[src/wwdt_pkg.sv]
// package: constants, types and timing figures of the window watchdog
package wwdt_pkg;

  // clock rate of the internal oscillator model, in kHz
  localparam int unsigned CLK_KHZ = 40000;

  // strapped upper windows, in microseconds
  localparam int unsigned WIN_SHORT_US = 250000;
  localparam int unsigned WIN_LONG_US  = 2500000;

  // strapped lower boundaries, in nanoseconds
  localparam int unsigned LOW_SS_NS = 7860000;
  localparam int unsigned LOW_SH_NS = 2000000;
  localparam int unsigned LOW_LS_NS = 78200000;
  localparam int unsigned LOW_LH_NS = 19600000;

  // capacitor formula: base period in us, capacitance unit in fF
  localparam int unsigned CAP_BASE_US  = 6250;
  localparam int unsigned CAP_UNIT_FF  = 15550;
  // capacitor-mode ratios, scaled by ten
  localparam int unsigned CAP_RATIO_LO_X10 = 258;
  localparam int unsigned CAP_RATIO_HI_X10 = 645;

  // reset hold time in microseconds
  localparam int unsigned HOLD_US = 25000;
  // least trigger spacing the partner must keep, in microseconds
  localparam int unsigned MIN_SPACE_US = 500;

  // counter width, enough for the 3 s worst case at 40 MHz
  localparam int unsigned CNT_W = 32;

  // cycle counts derived from the figures above
  localparam longint unsigned WIN_SHORT_CYC = longint'(WIN_SHORT_US) * CLK_KHZ / 1000;
  localparam longint unsigned WIN_LONG_CYC  = longint'(WIN_LONG_US) * CLK_KHZ / 1000;
  localparam longint unsigned LOW_SS_CYC = longint'(LOW_SS_NS) * CLK_KHZ / 1000000;
  localparam longint unsigned LOW_SH_CYC = longint'(LOW_SH_NS) * CLK_KHZ / 1000000;
  localparam longint unsigned LOW_LS_CYC = longint'(LOW_LS_NS) * CLK_KHZ / 1000000;
  localparam longint unsigned LOW_LH_CYC = longint'(LOW_LH_NS) * CLK_KHZ / 1000000;
  localparam longint unsigned HOLD_CYC   = longint'(HOLD_US) * CLK_KHZ / 1000;

  // watchdog phases
  typedef enum logic [1:0] {
    WW_HOLD,   // reset output asserted, counting hold time
    WW_FIRST,  // first window, lower check disabled
    WW_RUN     // lower check enabled
  } wwdt_state_t;

  // configuration straps travelling together
  typedef struct packed {
    logic capMode;        // capacitor on time-out select
    logic timeoutSelect;  // strap level when not in capacitor mode
    logic ratioSelect;    // ratio strap
  } wwdt_cfg_t;

  // violation causes reported alongside reset
  typedef struct packed {
    logic early;  // trigger below lower boundary
    logic late;   // upper window expired
  } wwdt_cause_t;

endpackage : wwdt_pkg

[src/wwdt_core.sv]
// module: window watchdog timing core with timed reset request
`timescale 1ns/1ps
// Summary of operation
// - window from capacitor plus ratio, or straps
// - four strapped combos: 0.25s or 2.5s
// - short window lower: 7.86ms or 2ms
// - long window lower: 78.2ms or 19.6ms
// - cap window is 6.25ms times (1+C/15.55pF)
// - cap lower boundary: window/25.8 or /64.5
// - trigger edge taken on next oscillator cycle
// - timeout asserts reset 25ms, reinitialises timer
// - lower check off until first rising edge
// - early trigger asserts reset like timeout
// - supply low holds reset, ignores trigger
module wwdt_core
  import wwdt_pkg::*;
#(
  parameter bit           CAP_MODE      = 1'b0,   // capacitor on select
  parameter bit           TIMEOUT_STRAP = 1'b0,   // time-out select level
  parameter bit           RATIO_STRAP   = 1'b0,   // ratio select level
  parameter int unsigned  CAP_FF        = 155000, // capacitance in fF
  parameter int unsigned  HOLD_CYCLES   = 32'(HOLD_CYC) // reset hold
) (
  input  wire logic                  clock,
  input  wire logic                  reset,
  input  wire logic                  supplyLow,           // undervoltage
  input  wire logic                  watchdog_trigger_in, // trigger pin
  output logic                       resetOutN,  // reset request, low
  output wwdt_pkg::wwdt_cause_t      cause,      // last violation kind
  output wwdt_pkg::wwdt_state_t      phase       // watchdog phase
);
  import wwdt_pkg::*;

  // static configuration, fixed at build time
  localparam wwdt_cfg_t CFG = '{CAP_MODE, TIMEOUT_STRAP, RATIO_STRAP};

  // capacitor-mode window in cycles
  function automatic longint unsigned cap_window(input longint unsigned ff);
    cap_window = (ff + CAP_UNIT_FF) * CAP_BASE_US * CLK_KHZ
                 / (CAP_UNIT_FF * 1000);
  endfunction : cap_window

  // upper window selection
  localparam longint unsigned UPPER_L =
    CFG.capMode ? cap_window(CAP_FF) :
    (CFG.timeoutSelect ? WIN_LONG_CYC : WIN_SHORT_CYC);
  // lower boundary selection
  localparam longint unsigned LOWER_L =
    CFG.capMode ?
      (UPPER_L * 10 / (CFG.ratioSelect ? CAP_RATIO_HI_X10
                                        : CAP_RATIO_LO_X10)) :
    CFG.timeoutSelect ?
      (CFG.ratioSelect ? LOW_LH_CYC : LOW_LS_CYC) :
      (CFG.ratioSelect ? LOW_SH_CYC : LOW_SS_CYC);

  localparam logic [CNT_W-1:0] UPPER_CYC = CNT_W'(UPPER_L);
  localparam logic [CNT_W-1:0] LOWER_CYC = CNT_W'(LOWER_L);
  localparam logic [CNT_W-1:0] HOLD_C    = CNT_W'(HOLD_CYCLES);

  logic              trigPrev_q;   // trigger level one cycle ago
  logic              rise;         // rising edge seen this cycle
  logic [CNT_W-1:0]  elapsed;      // cycles since restart last cleared it
  logic              restart;      // clear the phase counter
  logic              early;        // edge below lower boundary
  logic              late;         // upper window ran out
  wwdt_state_t       phase_d;      // next phase

  // pin is sampled each oscillator cycle, so timing is one cycle uncertain
  always_ff @(posedge clock) begin
    if (reset) begin
      trigPrev_q <= 1'b0;
    end else begin
      trigPrev_q <= watchdog_trigger_in;
    end
  end

  // supply low blinds the trigger entirely
  assign rise  = watchdog_trigger_in && !trigPrev_q && !supplyLow;
  assign early = (phase == WW_RUN) && rise && (elapsed < LOWER_CYC);
  assign late  = (phase != WW_HOLD) && !rise &&
                 (elapsed >= UPPER_CYC - CNT_W'(1));

  // phase transitions
  always_comb begin
    phase_d = phase;
    restart = 1'b0;
    case (phase)
      WW_HOLD: begin
        // hold stays while supply is low; leaves after the hold time
        if (supplyLow) begin
          restart = 1'b1;
        end else if (elapsed >= HOLD_C - CNT_W'(1)) begin
          phase_d = WW_FIRST;
          restart = 1'b1;
        end
      end
      WW_FIRST, WW_RUN: begin
        if (supplyLow || early || late) begin
          phase_d = WW_HOLD;
          restart = 1'b1;
        end else if (rise) begin
          phase_d = WW_RUN;
          restart = 1'b1;
        end
      end
      default: begin
        phase_d = WW_HOLD;
        restart = 1'b1;
      end
    endcase
  end

  // phase register
  always_ff @(posedge clock) begin
    if (reset) begin
      phase <= WW_HOLD;
    end else begin
      phase <= phase_d;
    end
  end

  // reset output follows the hold phase, registered
  always_ff @(posedge clock) begin
    if (reset) begin
      resetOutN <= 1'b0;
    end else begin
      resetOutN <= (phase_d != WW_HOLD);
    end
  end

  // remember why the last reset happened
  always_ff @(posedge clock) begin
    if (reset) begin
      cause <= '0;
    end else if ((phase != WW_HOLD) && (phase_d == WW_HOLD)) begin
      cause <= '{early: early, late: late};
    end
  end

  // phase timer shared by hold, first window and running window
  wwdt_counter #(
    .W (CNT_W)
  ) u_timer (
    .clock  (clock),
    .reset  (reset),
    .clear  (restart),
    .enable (1'b1),
    .count  (elapsed)
  );

endmodule : wwdt_core

[src/wwdt_counter.sv]
// module: clearable up counter that saturates at all ones
`timescale 1ns/1ps
module wwdt_counter #(
  parameter int unsigned W = 32
) (
  input  wire logic         clock,
  input  wire logic         reset,
  input  wire logic         clear,   // restart from zero
  input  wire logic         enable,  // count this cycle
  output logic     [W-1:0]  count    // elapsed cycles
);
  // saturates so a stalled phase never wraps into a false window
  always_ff @(posedge clock) begin
    if (reset || clear) begin
      count <= '0;
    end else if (enable && (count != {W{1'b1}})) begin
      count <= count + W'(1);
    end
  end
endmodule : wwdt_counter

[config.mk]
export PLATFORM = sky130hd
export DESIGN_NAME = wwdt_core
export DESIGN_NICKNAME = d
export VERILOG_FILES = /design/src/wwdt_pkg.sv /design/src/wwdt_core.sv /design/src/wwdt_counter.sv
export SDC_FILE = /design/constraint.sdc
export NUM_CORES = 1
export LEC_CHECK = 0
export BUFFER_PORTS_ARGS = -buffer_cell sky130_fd_sc_hd__buf_2
export CORE_MARGIN = 2
export CORE_UTILIZATION = 39
export CTS_CLUSTER_SIZE = 10
export DETAILED_ROUTE_END_ITERATION = 16
export GPL_ROUTABILITY_DRIVEN = 0
export GPL_TIMING_DRIVEN = 0
export REMOVE_ABC_BUFFERS = 1
export SLEW_MARGIN = 20
export SYNTH_ARGS = -nofsm -noshare
export SYNTH_HDL_FRONTEND = slang
export SYNTH_HIERARCHICAL = 1
export SYNTH_SLANG_ARGS = --single-unit
[constraint.sdc]
create_clock -name clock -period 2.8 [get_ports clock]
set_input_delay 0.28 -clock clock [delete_from_list [all_inputs] [get_ports clock]]
set_output_delay 0.28 -clock clock [all_outputs]
set_load 0.05 [all_outputs]
---- Word-level counts from Yosys, hierarchy flattened ----
Index checks and enable logic that the tools add are counted.
word-level totals
  register bits after elaboration ......... 38
  input port bits ......................... 4
  logic and storage cells ................. 41
operators by class
  add/subtract/negate cells ............... 1
  magnitude comparators ................... 3
  equality and inequality tests ........... 3
  muxes and demuxes ....................... 10
  reduce and logical (&&, ||, !) cells .... 18
operator list
  operator                                               number
  adder 32 x 1 -> 32 bit, second input constant          1
  >= comparator 32 x 20 -> 1 bit, second input constant  1
  >= comparator 32 x 24 -> 1 bit, second input constant  1
  < comparator 32 x 19 -> 1 bit, second input constant   1
  inequality test 32 bit, second input constant          1
  2-to-1 mux 2 bit                                       4
  logical AND 1 bit                                      7
  zero test 2 bit                                        2
  2-to-1 mux 1 bit                                       4
  case mux 2 bit (2 select lines)                        1
  nonzero test 2 bit                                     2
  zero test 1 bit                                        3
  logical OR 1 bit                                       3
  equality test 2 x 1 -> 1 bit, second input constant    1
  equality test 2 bit, second input constant             1
  case mux 1 bit (2 select lines)                        1
  OR reduction 2 bit                                     1

---- Logic depth before layout (Yosys ltp) ----
Gate-level depths: netlist of run 1.
  depth after elaboration ................. 11
  gate-level depth with buffers ........... 9
  mapped depth without buffers ............ 7

---- By module ----
The synthesis of run 1 kept the hierarchy.
modules (own cells, without submodules)
  module        times used  cells each  area each (sq um)  seq. area each (sq um)
  wwdt_counter  1           189         1,681.6            640.6
  wwdt_core     1           84          686.9              120.1

---- Least setup slack after synthesis of run 1 ----
Ideal clock, no wire load.
  path kind ............................... reg-to-reg
  start ................................... register phase[0]
  end ..................................... register u_timer.count[22]
  arrival time ............................ 2,455 ps
  data required time ...................... 2,666 ps
  slack ................................... 211 ps
  cell stages (with the launch flop) ...... 10
  path buffers ............................ 2
  cells stage by stage .................... dfxtp_1 > inv_1 > ha_1 > a311o_1 > o211ai_2 > a221o_1 > or2_2 > clkbuf_1 > dlygate4sd1_1 > a21oi_1
on the way
  cells in the longest elaborated chain, start to end .. 8
  elaborated cells on any way between the ends .. 14
  those cells by class .................... 2 x eq/ne; 2 x mux; 10 x reduce/logical
RTL lines
  what                                 line                              source
  start, declared                      wwdt_core.sv:30                   output wwdt_pkg::wwdt_state_t phase
  start signal, assigned               wwdt_core.sv:118                  phase <= phase_d;
  equality test 2 bit                  wwdt_core.sv:79, wwdt_core.sv:87
  logical AND 1 bit (2 in a row)       wwdt_core.sv:79                   assign early = (phase == WW_RUN) && rise && (elapsed < LOWER_CYC);
  logical OR 1 bit (2 in a row)        wwdt_core.sv:98                   if (supplyLow || early || late) begin
  2-to-1 mux 1 bit                     wwdt_core.sv:98
  case mux 1 bit (2 select lines) (*)  wwdt_core.sv:87                   case (phase)
  named net restart                    wwdt_core.sv:63                   logic restart;
  logical OR 1 bit (*)                 wwdt_counter.sv:14                if (reset || clear) begin
  end signal, assigned                 wwdt_counter.sv:17                count <= count + W'(1);
  end, declared                        wwdt_counter.sv:10                output logic [W-1:0] count
The timed path passes the listed nets; every way through them passes the cells marked *.
A chain may end at the register's enable or synchronous reset.

---- Worst setup path after layout of run 1 ----
  start ................................... register u_timer.count[31]
  end ..................................... register u_timer.count[30]
on the way
  cells in the longest elaborated chain, start to end .. 7
  elaborated cells on any way between the ends .. 13
  those cells by class .................... 3 x order compare; 1 x eq/ne; 4 x mux; 5 x reduce/logical
RTL lines
  what                                 line
  < comparator 32 x 19 -> 1 bit        wwdt_core.sv:79
  logical AND 1 bit                    wwdt_core.sv:79
  logical OR 1 bit (2 in a row)        wwdt_core.sv:98
  2-to-1 mux 1 bit                     wwdt_core.sv:98
  case mux 1 bit (2 select lines) (*)  wwdt_core.sv:87
  named net restart                    wwdt_core.sv:63
  logical OR 1 bit (*)                 wwdt_counter.sv:14
Marked as above.

==> results.ini, run 1 <==
[run_status]
outcome = finished clean

[sta]
setup_viol = 0
maxSlewViolCount = 0
rsz0062_at_grt = false
fmax_mhz = 413
fin_setup_tns_ns = 0
skew_ns = 0.00588
timing.final.crit_period_ns = 2.42
tightest_slew_ns = 0.849
fin_crit_sh = 0.866
hold_violations = 0
fin_ws_ns = 0.376
slew_headroom = 0.434

[critical_path]
r2r_end = u_timer/count[30]
r2r_slack_ns = 0.38
reg2reg_from = u_timer/count[31]
worstSetupPathType = flop to flop
crit_start = u_timer/count[31]
arrival_ns = 2.64
worstPathRequired_ns = 3.01
end_kind = flop
reg2reg_depth = 7
setup.worst_path.start_class = flop
endpoint = u_timer/count[30]
crit_path_max_fanout = 32

[synthesis]
yosys-top-cells-area = dfxtp_1, a21oi_1, or3_1
synth_edf_count = 0
synth_seq_cells = 38
yosysMostFrequentCell = dfxtp_1
synthTopCellsByCount = dfxtp_1, a21oi_1, nand2_1
avgSynthCellArea_um2 = 8.68
syn_inst = 273
ys_seq_area_frac = 0.321
async_flop_share = 0
syn_area_um2 = 2370
yosysUniqueCellTypes = 64
synth_ff_type = dfxtp_1
yosysTopAreaCell = dfxtp_1
synth-warning-count = 6
yosysTopAreaCellShare = 0.321

[clocking]
holdBufCountCts = 0
cts_tree = yes
cts_made_buffers = 5
clk_latency_ns = 0.28
cts_max_level = 2
clockBufferDepth = 2
cts_sinks = 38
clk_pin_slew_worst_paths_ns = 0.08
cts_root_buffer = clkbuf_8

[floorplanning]
die_area_um2 = 6710
core_region_area_um2 = 5890
std_cell_rows = 28
fp.dieH_um = 81.9
ioPinCount = 9
initial_core_util = 0.402
die_w_um = 81.9

[final_layout]
layout-drive-gt1-share = 0.182
layout.nets = 292
num_antenna_cells = 0
fin_util = 0.433
areaGrowthSynthToFinish_pct = 7.50
final_area_um2 = 2550

[power_and_ir_drop]
intPower_w = 0.000750
switchingPower_w = 0.000214
p_total_w = 0.000965
clock_power_share = 0.401
leakage_nw = 0.742
vdd_drop_max_v = 0.000190
p_per_area_nw_per_um2 = 379
p_sw_frac = 0.222
p_comb_frac = 0.035
pwr-share-seq = 0.564

[drt]
via_count = 2122
wirelength_um = 5240
drc = 0
viasPerCell = 5.89
routedWlPerCell_um = 14.6
drt-initial-drc-count = 148
ant_nets = 0
first_pass_iters = 4

[flow_run]
max_cap_violations = 0

[place]
dp.final_hpwl_um = 3650
dpl-instance-area_um2 = 2450
pre_cts_ws_ns = 0.181
portBuffers = 8

[global_route]
grt_pass1_vias = 1835
antenna_found_initial = 0
grt-ovfl-total = 0
grt_max_degree = 33
grt.total_usage = 0.163
grt_pass1_wl_um = 8790

[worst_hold_path]
hp-class = input port to flop

-- critical path, stage by stage, from the launching register on --
cell and delay, ns:
dfxtp_1 0.38, nor4_4 0.38, nand4_1 0.19, a211oi_2 0.38, o211ai_2 0.13, a221o_1 0.30, or2_4 0.41, a21oi_1 0.18
-- stage by stage --
step	instances	hold WS (ns)
2_1_floorplan	269	0.349
3_3_place_gp	352	0.481
3_5_place_dp	352	0.500
4_1_cts	360	0.238
5_1_grt	360	0.263
6_report	360	0.239
-- layer usage --
layer | vias up | share of wire | GRT usage
met5 | - | 0 | 0
met1 | 1011 | 0.50 | 0.225
met2 | 21 | 0.48 | 0.270
met4 | 0 | 0.0036 | 0.0217
met3 | 2 | 0.023 | 0.0341
li1 | 1088 | - | -
-- cell families (layout without fill, tap and decap cells) --
| group | after synthesis | count (layout) | share of synthesized area |
|---|---|---|---|
| AO/OA/AOI/OAI | 90 | 90 | 0.273 |
| XOR/XNOR | 2 | 2 | 0.00740 |
| adder cells (fa/ha/maj) | 4 | 4 | 0.0211 |
| buffers and inverters | 15 | 23 | 0.0386 |
| flip-flops | 38 | 38 | 0.321 |
| multiplexers | 1 | 1 | 0.00423 |
| other | 1 | 5 | 0.00158 |
| AND/OR/NAND/NOR | 122 | 122 | 0.333 |
-- final cells by class --
cell class | count | area [um^2]
clock buffers | 7 | 86.3
inverters | 7 | 26.3
fillers | 597 | 3340
well taps | 75 | 93.8
multi-input cells | 224 | 1530
clock inverters | 1 | 5.00
repair buffers | 8 | 40.0
flip-flops and latches | 38 | 761
-- timing repair --
item / in CTS / in global routing
setup buffers: 0 / 0
gates resized for setup: 0 / 1
endpoints found under the setup margin: 0 / 18
-- power by group through the flow --
stage | clock network, W | registers (W) | logic, W
finish | 0.000387 | 0.000544 | 0.0000340
global placement | 0 | 0.000557 | 0.0000328
detailed placement | 0 | 0.000557 | 0.0000332
floorplan | 0 | 0.000556 | 0.0000220
CTS | 0.000404 | 0.000544 | 0.0000332
global route | 0.000425 | 0.000544 | 0.0000374
-- flip-flops by register name, indices dropped and copies added (netlist names) --
register	cells
cause	2
trigPrev_q	1
resetOutN	1
phase	2
u_timer/count	32
-- cells in the final DEF, fill, tap and decap left out, drive strengths merged, types with 2 or more instances in the layout --
master,n
inv,7
o31ai,12
nor2,8
nand4,14
o211ai,5
buf,8
dfxtp,38
or4,10
conb,5
nor4,5
a31oi,2
a211oi,2
nand2,21
nand3,15
nand4b,4
or3,19
o311ai,2
or2,4
nor3,5
o21ai,24
a21oi,31
and3,4
a211o,2
nand2b,2
ha,4
clkbuf,7
and4,7
a311o,2
-- how the worst min path moves through the flow --
stage,from,end,slack [ns],cells past startpoint
final,watchdog_trigger_in,trigPrev_q,0.24,2
after global routing,watchdog_trigger_in,trigPrev_q,0.26,2
after CTS,watchdog_trigger_in,trigPrev_q,0.24,2
after detailed placement,cause[0],cause[0],0.50,2
after global placement,cause[0],cause[0],0.48,2
after floorplan,reset,cause[0],0.35,1
Power figures use the tool's default switching activity.
==> inputs of run 2 (changes only) <==
--- a/config.mk
+++ b/config.mk
@@ -5,11 +5,11 @@
 export SDC_FILE = /design/constraint.sdc
 export NUM_CORES = 1
 export LEC_CHECK = 0
-export BUFFER_PORTS_ARGS = -buffer_cell sky130_fd_sc_hd__buf_2
-export CORE_MARGIN = 2
+export CORE_MARGIN = 3
 export CORE_UTILIZATION = 39
 export CTS_CLUSTER_SIZE = 10
 export DETAILED_ROUTE_END_ITERATION = 16
+export DONT_BUFFER_PORTS = 1
 export GPL_ROUTABILITY_DRIVEN = 0
 export GPL_TIMING_DRIVEN = 0
 export REMOVE_ABC_BUFFERS = 1
==> run 2 against run 1 <==
Critical endpoint is now u_timer/count[1]; final cell count down 3.1%; critical path type unchanged; non-clock buffer count shrank 8; critical path depth unchanged; power up 1.1%; via count decreased by 0.52%; clock-buffer cell count stayed put.
==> results.ini, run 2 (same netlist as run 1, synthesis figures left out) <==
[clocking]
cts_root_buffer = clkbuf_8
cts_sinks = 38  ; unchanged
cts_made_buffers = 5  ; unchanged
cts_max_level = 2  ; unchanged
clk_pin_slew_worst_paths_ns = 0.08  ; about the same
cts_tree = yes
clk_latency_ns = 0.29  ; about the same
clockBufferDepth = 2  ; unchanged
cts_setup_buffers = 0  ; unchanged
holdBufCountCts = 0  ; unchanged

[place]
dp.final_hpwl_um = 3670  ; +0.41%
portBuffers = 0  ; -8
pre_cts_ws_ns = -0.00908  ; -0.190 ns
dpl-instance-area_um2 = 2410  ; -1.8%

[drt]
ant_nets = 0  ; unchanged
drc = 0  ; unchanged
viasPerCell = 6.05  ; +2.6%
wirelength_um = 5300  ; +1.0%
first_pass_iters = 6  ; +2
drt-initial-drc-count = 108  ; -27%
routedWlPerCell_um = 15.2  ; +4.2%
via_count = 2111  ; -0.52%

[global_route]
grt_pass1_vias = 1913  ; +4.3%
antenna_found_initial = 0  ; unchanged
grt_pass1_wl_um = 9070  ; +3.1%
grt_max_degree = 33  ; unchanged
grt-ovfl-total = 0  ; unchanged
grt.total_usage = 0.153  ; -0.0106

[power_and_ir_drop]
p_per_area_nw_per_um2 = 390  ; +2.9%
p_sw_frac = 0.232  ; +0.00970
switchingPower_w = 0.000226  ; +5.5%
clock_power_share = 0.413  ; +0.012
intPower_w = 0.000749  ; -0.15%
pwr-share-seq = 0.558  ; -0.006
leakage_nw = 0.702  ; -5.4%
p_comb_frac = 0.030  ; -0.005
vdd_drop_max_v = 0.000234  ; +24%

[final_layout]
fin_util = 0.441  ; +0.00831
top_regs = u_timer/count: 32 flops, cause: 2 flops, phase: 2 flops
final_common_cell = dfxtp_1
num_antenna_cells = 0  ; unchanged
layout.nets = 284  ; -2.7%
layout-drive-gt1-share = 0.159  ; -0.0236
final_area_um2 = 2500  ; -1.7%
fillers = 560  ; -6.2%
final_cell_mix = dfxtp_1, a21oi_1, nand2_1
top_register = u_timer/count
largest_reg_flops = 32  ; unchanged
areaGrowthSynthToFinish_pct = 5.65

[sta]
rsz0062_at_grt = false
tightest_slew_ns = 0.860  ; +0.0111 ns
skew_ns = 0.0114  ; +0.00555 ns
hold_ws_ns = 0.0483  ; -0.191 ns
fin_ws_ns = 0.235  ; -0.142 ns
timing.final.crit_period_ns = 2.57  ; +0.142 ns
fin_setup_tns_ns = 0  ; unchanged
setup_viol = 0  ; unchanged
slew_headroom = 0.427  ; -0.00743
hold_violations = 0  ; unchanged
maxSlewViolCount = 0  ; unchanged
fin_crit_sh = 0.916  ; +0.0505
fmax_mhz = 390  ; -5.5%

[floorplanning]
initial_core_util = 0.417  ; +0.0149
fp.dieH_um = 83.9  ; +2.4%
ioPinCount = 9  ; unchanged
die_area_um2 = 7040  ; +4.9%
core_region_area_um2 = 5680  ; -3.6%
std_cell_rows = 27  ; -3.6%
die_w_um = 83.9  ; +2.4%

[critical_path]
worstSetupPathType = flop to flop
reg2reg_depth = 7  ; unchanged
arrival_ns = 2.73  ; +0.09 ns
setup.worst_path.start_class = flop
crit_path_max_fanout = 32  ; unchanged
r2r_slack_ns = 0.23  ; -0.14 ns
reg2reg_from = phase[0]
end_kind = flop
worstPathRequired_ns = 2.96  ; -0.05 ns
r2r_end = u_timer/count[1]

[worst_hold_path]
hp-class = input port to flop
whs_path_depth = 1  ; -1
hold_end = cause[0]
hold_start = reset

[run_status]
outcome = finished clean

[flow_run]
max_cap_violations = 0  ; unchanged

[run 2: area by class of cell]
cell class,instances,area (um^2),share of cell area
flip-flops and latches,38,761,0.304
clock buffers,7,86.3,0.0345
inverters,7,26.3,0.0105
clock inverters,1,5.00,0.00200
multi-input cells,224,1530,0.613
well taps,72,90.1,0.0360
[run 2: critical path, cell delays in order, from the launching register on]
cell and delay, ns:
dfxtp_1 0.72, inv_1 0.18, ha_1 0.34, a311o_1 0.39, o211ai_2 0.16, a221o_1 0.15, or2_4 0.38, nor2_1 0.09
[run 2: power by group through the flow]
| stage | clock network [W] | logic (W) | registers [W] |
|---|---|---|---|
| 6_report | 0.000402 | 0.0000288 | 0.000544 |
| 5_1_grt | 0.000431 | 0.0000322 | 0.000544 |
| 4_1_cts | 0.000407 | 0.0000286 | 0.000544 |
| 3_5_place_dp | 0 | 0.0000286 | 0.000557 |
| 3_3_place_gp | 0 | 0.0000285 | 0.000557 |
| 2_1_floorplan | 0 | 0.0000220 | 0.000556 |
[run 2: worst max path at each step]
stage | start | end | depth (start not counted)
final | phase[0] | u_timer/count[1] | 7
after detailed placement | phase[0] | u_timer/count[0] | 7
after CTS | phase[0] | u_timer/count[1] | 7
after global routing | phase[0] | u_timer/count[1] | 7
after floorplan | phase[0] | u_timer/count[0] | 7
after global placement | phase[0] | u_timer/count[24] | 7
[run 2: layer usage]
layer | track usage | wire (um) | share of wire | vias up
met3 | 0.0385 | 208 | 0.039 | 4
met5 | 0 | 0 | 0 | -
met2 | 0.238 | 2450 | 0.46 | 40
li1 | - | - | - | 1086
met1 | 0.209 | 2600 | 0.49 | 981
met4 | 0.0424 | 42 | 0.0079 | 0
[run 2: metrics by stage]
| stage | cells | total power, W |
|---|---|---|
| 4_1_cts | 349 | 0.000980 |
| 2_1_floorplan | 269 | 0.000578 |
| 6_report | 349 | 0.000975 |
| 3_3_place_gp | 341 | 0.000585 |
| 5_1_grt | 349 | 0.00101 |
| 3_5_place_dp | 341 | 0.000585 |
[run 2: timing repair]
item                                    in CTS  in global routing
resized for setup                            0                  1
endpoints found under the hold margin        0                  0
endpoints found under the setup margin       0                 32
==> inputs of run 3 (changes only) <==
==> constraint.sdc (replaced) <==
create_clock -name clock -period 2.6 [get_ports clock]
set_input_delay 0.26 -clock clock [delete_from_list [all_inputs] [get_ports clock]]
set_output_delay 0.26 -clock clock [all_outputs]
set_load 0.05 [all_outputs]
==> run 3 against run 2 <==
First-iteration DRC count up 9.3%; register-to-register slack lost 0.04 ns; utilization is 0.18 points higher; wire length is 0.57% lower; cell area rose by 0.40%; sequential power rose by 7.7%; die area stayed put; critical path depth did not move; global-route usage is the same; critical path type unchanged; highest routed layer unchanged; power increased by 7.6%.
==> results.ini, run 3 (same netlist as run 1, synthesis figures left out) <==
[sta]
setup_viol = 0  ; unchanged
rsz0062_at_grt = false
hold_violations = 0  ; unchanged
fin_ws_ns = 0.198  ; -0.0365 ns
hold_ws_ns = 0.0265  ; -0.0218 ns
slew_headroom = 0.420  ; -0.00644
fin_setup_tns_ns = 0  ; unchanged
skew_ns = 0.00916  ; -0.00228 ns
maxSlewViolCount = 0  ; unchanged
fin_crit_sh = 0.924  ; +0.00759
timing.final.crit_period_ns = 2.40  ; -0.163 ns
fmax_mhz = 416  ; +6.8%
tightest_slew_ns = 0.869  ; +0.00966 ns

[clocking]
cts_made_buffers = 5  ; unchanged
clockBufferDepth = 2  ; unchanged
cts_setup_buffers = 0  ; unchanged
cts_tree = yes
holdBufCountCts = 0  ; unchanged
cts_max_level = 2  ; unchanged
clk_latency_ns = 0.29  ; about the same
cts_root_buffer = clkbuf_8
cts_sinks = 38  ; unchanged
clk_pin_slew_worst_paths_ns = 0.08  ; about the same

[final_layout]
layout.nets = 284  ; unchanged
fillers = 560  ; unchanged
final_cell_mix = dfxtp_1, a21oi_1, nand2_1
largest_reg_flops = 32  ; unchanged
areaGrowthSynthToFinish_pct = 6.08
final_common_cell = dfxtp_1
num_antenna_cells = 0  ; unchanged
regArea_um2 = 763  ; +0.33%
top_regs = u_timer/count: 32 flops, cause: 2 flops, phase: 2 flops
top_register = u_timer/count
layout-drive-gt1-share = 0.166  ; +0.00722
multi_input_area_um2 = 1540  ; +0.49%

[global_route]
grt.total_usage = 0.153  ; unchanged
grt_pass1_wl_um = 9070  ; unchanged
antenna_found_initial = 0  ; unchanged
grt_max_degree = 33  ; unchanged
grt-ovfl-total = 0  ; unchanged
grt_pass1_vias = 1913  ; unchanged

[drt]
drc = 0  ; unchanged
ant_nets = 0  ; unchanged
via_count = 2114  ; +0.14%
drt-initial-drc-count = 118  ; +9.3%
routedWlPerCell_um = 15.1  ; -0.57%
wirelength_um = 5270  ; -0.57%
first_pass_iters = 6  ; unchanged
viasPerCell = 6.06  ; +0.14%

[critical_path]
worstSetupPathType = flop to flop
end_kind = flop
setup.worst_path.start_class = flop
arrival_ns = 2.62  ; -0.11 ns
crit_path_max_fanout = 32  ; unchanged
worstPathRequired_ns = 2.82  ; -0.14 ns
reg2reg_depth = 7  ; unchanged

[worst_hold_path]
hp-class = input port to flop
whs_path_depth = 1  ; unchanged

[run_status]
outcome = finished clean

[place]
pre_cts_ws_ns = -0.209  ; -0.200 ns
portBuffers = 0  ; unchanged
dp.final_hpwl_um = 3670  ; unchanged

[floorplanning]
std_cell_rows = 27  ; unchanged
die_area_um2 = 7040  ; unchanged
ioPinCount = 9  ; unchanged
die_w_um = 83.9  ; unchanged
core_region_area_um2 = 5680  ; unchanged
fp.dieH_um = 83.9  ; unchanged
initial_core_util = 0.417  ; unchanged

[power_and_ir_drop]
vdd_drop_max_v = 0.000248  ; +5.9%
leakage_nw = 0.706  ; +0.59%
p_per_area_nw_per_um2 = 418  ; +7.2%
p_total_w = 0.00105  ; +7.6%

[flow_run]
max_cap_violations = 0  ; unchanged

[run 3: worst max-delay path, cell delays in order (launching register included)]
cell and delay, ns:
dfxtp_1 0.38, nor4_4 0.38, nand4_1 0.23, a211oi_4 0.33, o211ai_2 0.12, a221o_1 0.29, or2_4 0.40, a21oi_1 0.18
[run 3: final cells by class]
class	count	area share
inverters	7	0.0105
multi-input cells	224	0.614
well taps	72	0.0359
clock buffers	7	0.0344
flip-flops and latches	38	0.304
clock inverters	1	0.00199
[run 3: worst paths after layout]
kind	startpoint	end	slack, ns
worst min register to register	u_timer/count[7]	u_timer/count[7]	0.52
worst min-delay path	reset	cause[0]	0.03
worst max-delay path	u_timer/count[31]	u_timer/count[22]	0.20
worst max register to register	u_timer/count[31]	u_timer/count[22]	0.20
[run 3: layer usage]
| layer | up-vias | global-route usage | wire length (um) |
|---|---|---|---|
| li1 | 1086 | - | - |
| met1 | 986 | 0.209 | 2590 |
| met2 | 38 | 0.238 | 2430 |
| met3 | 4 | 0.0385 | 209 |
| met4 | 0 | 0.0424 | 36 |
| met5 | - | 0 | 0 |
[run 3: where the power goes]
| part | switching (W) | total (W) | internal (W) |
|---|---|---|---|
| Sequential | 0.00000266 | 0.000586 | 0.000583 |
| Clock | 0.000218 | 0.000432 | 0.000214 |
| Combinational | 0.0000224 | 0.0000314 | 0.00000895 |
| Total | 0.000243 | 0.00105 | 0.000807 |
[run 3: through the flow]
| step | util | instances | cell area [um^2] |
|---|---|---|---|
| after floorplan | - | 269 | 2320 |
| after global placement | 0.424 | 341 | 2410 |
| after detailed placement | 0.424 | 341 | 2410 |
| after CTS | 0.441 | 349 | 2500 |
| after global routing | 0.443 | 349 | 2510 |
| final | 0.443 | 349 | 2510 |
[run 3: what timing repair did]
item / CTS / global route
gates cloned: 0 / 0
endpoints found under the setup margin: 32 / 32
gates resized for setup: 1 / 3
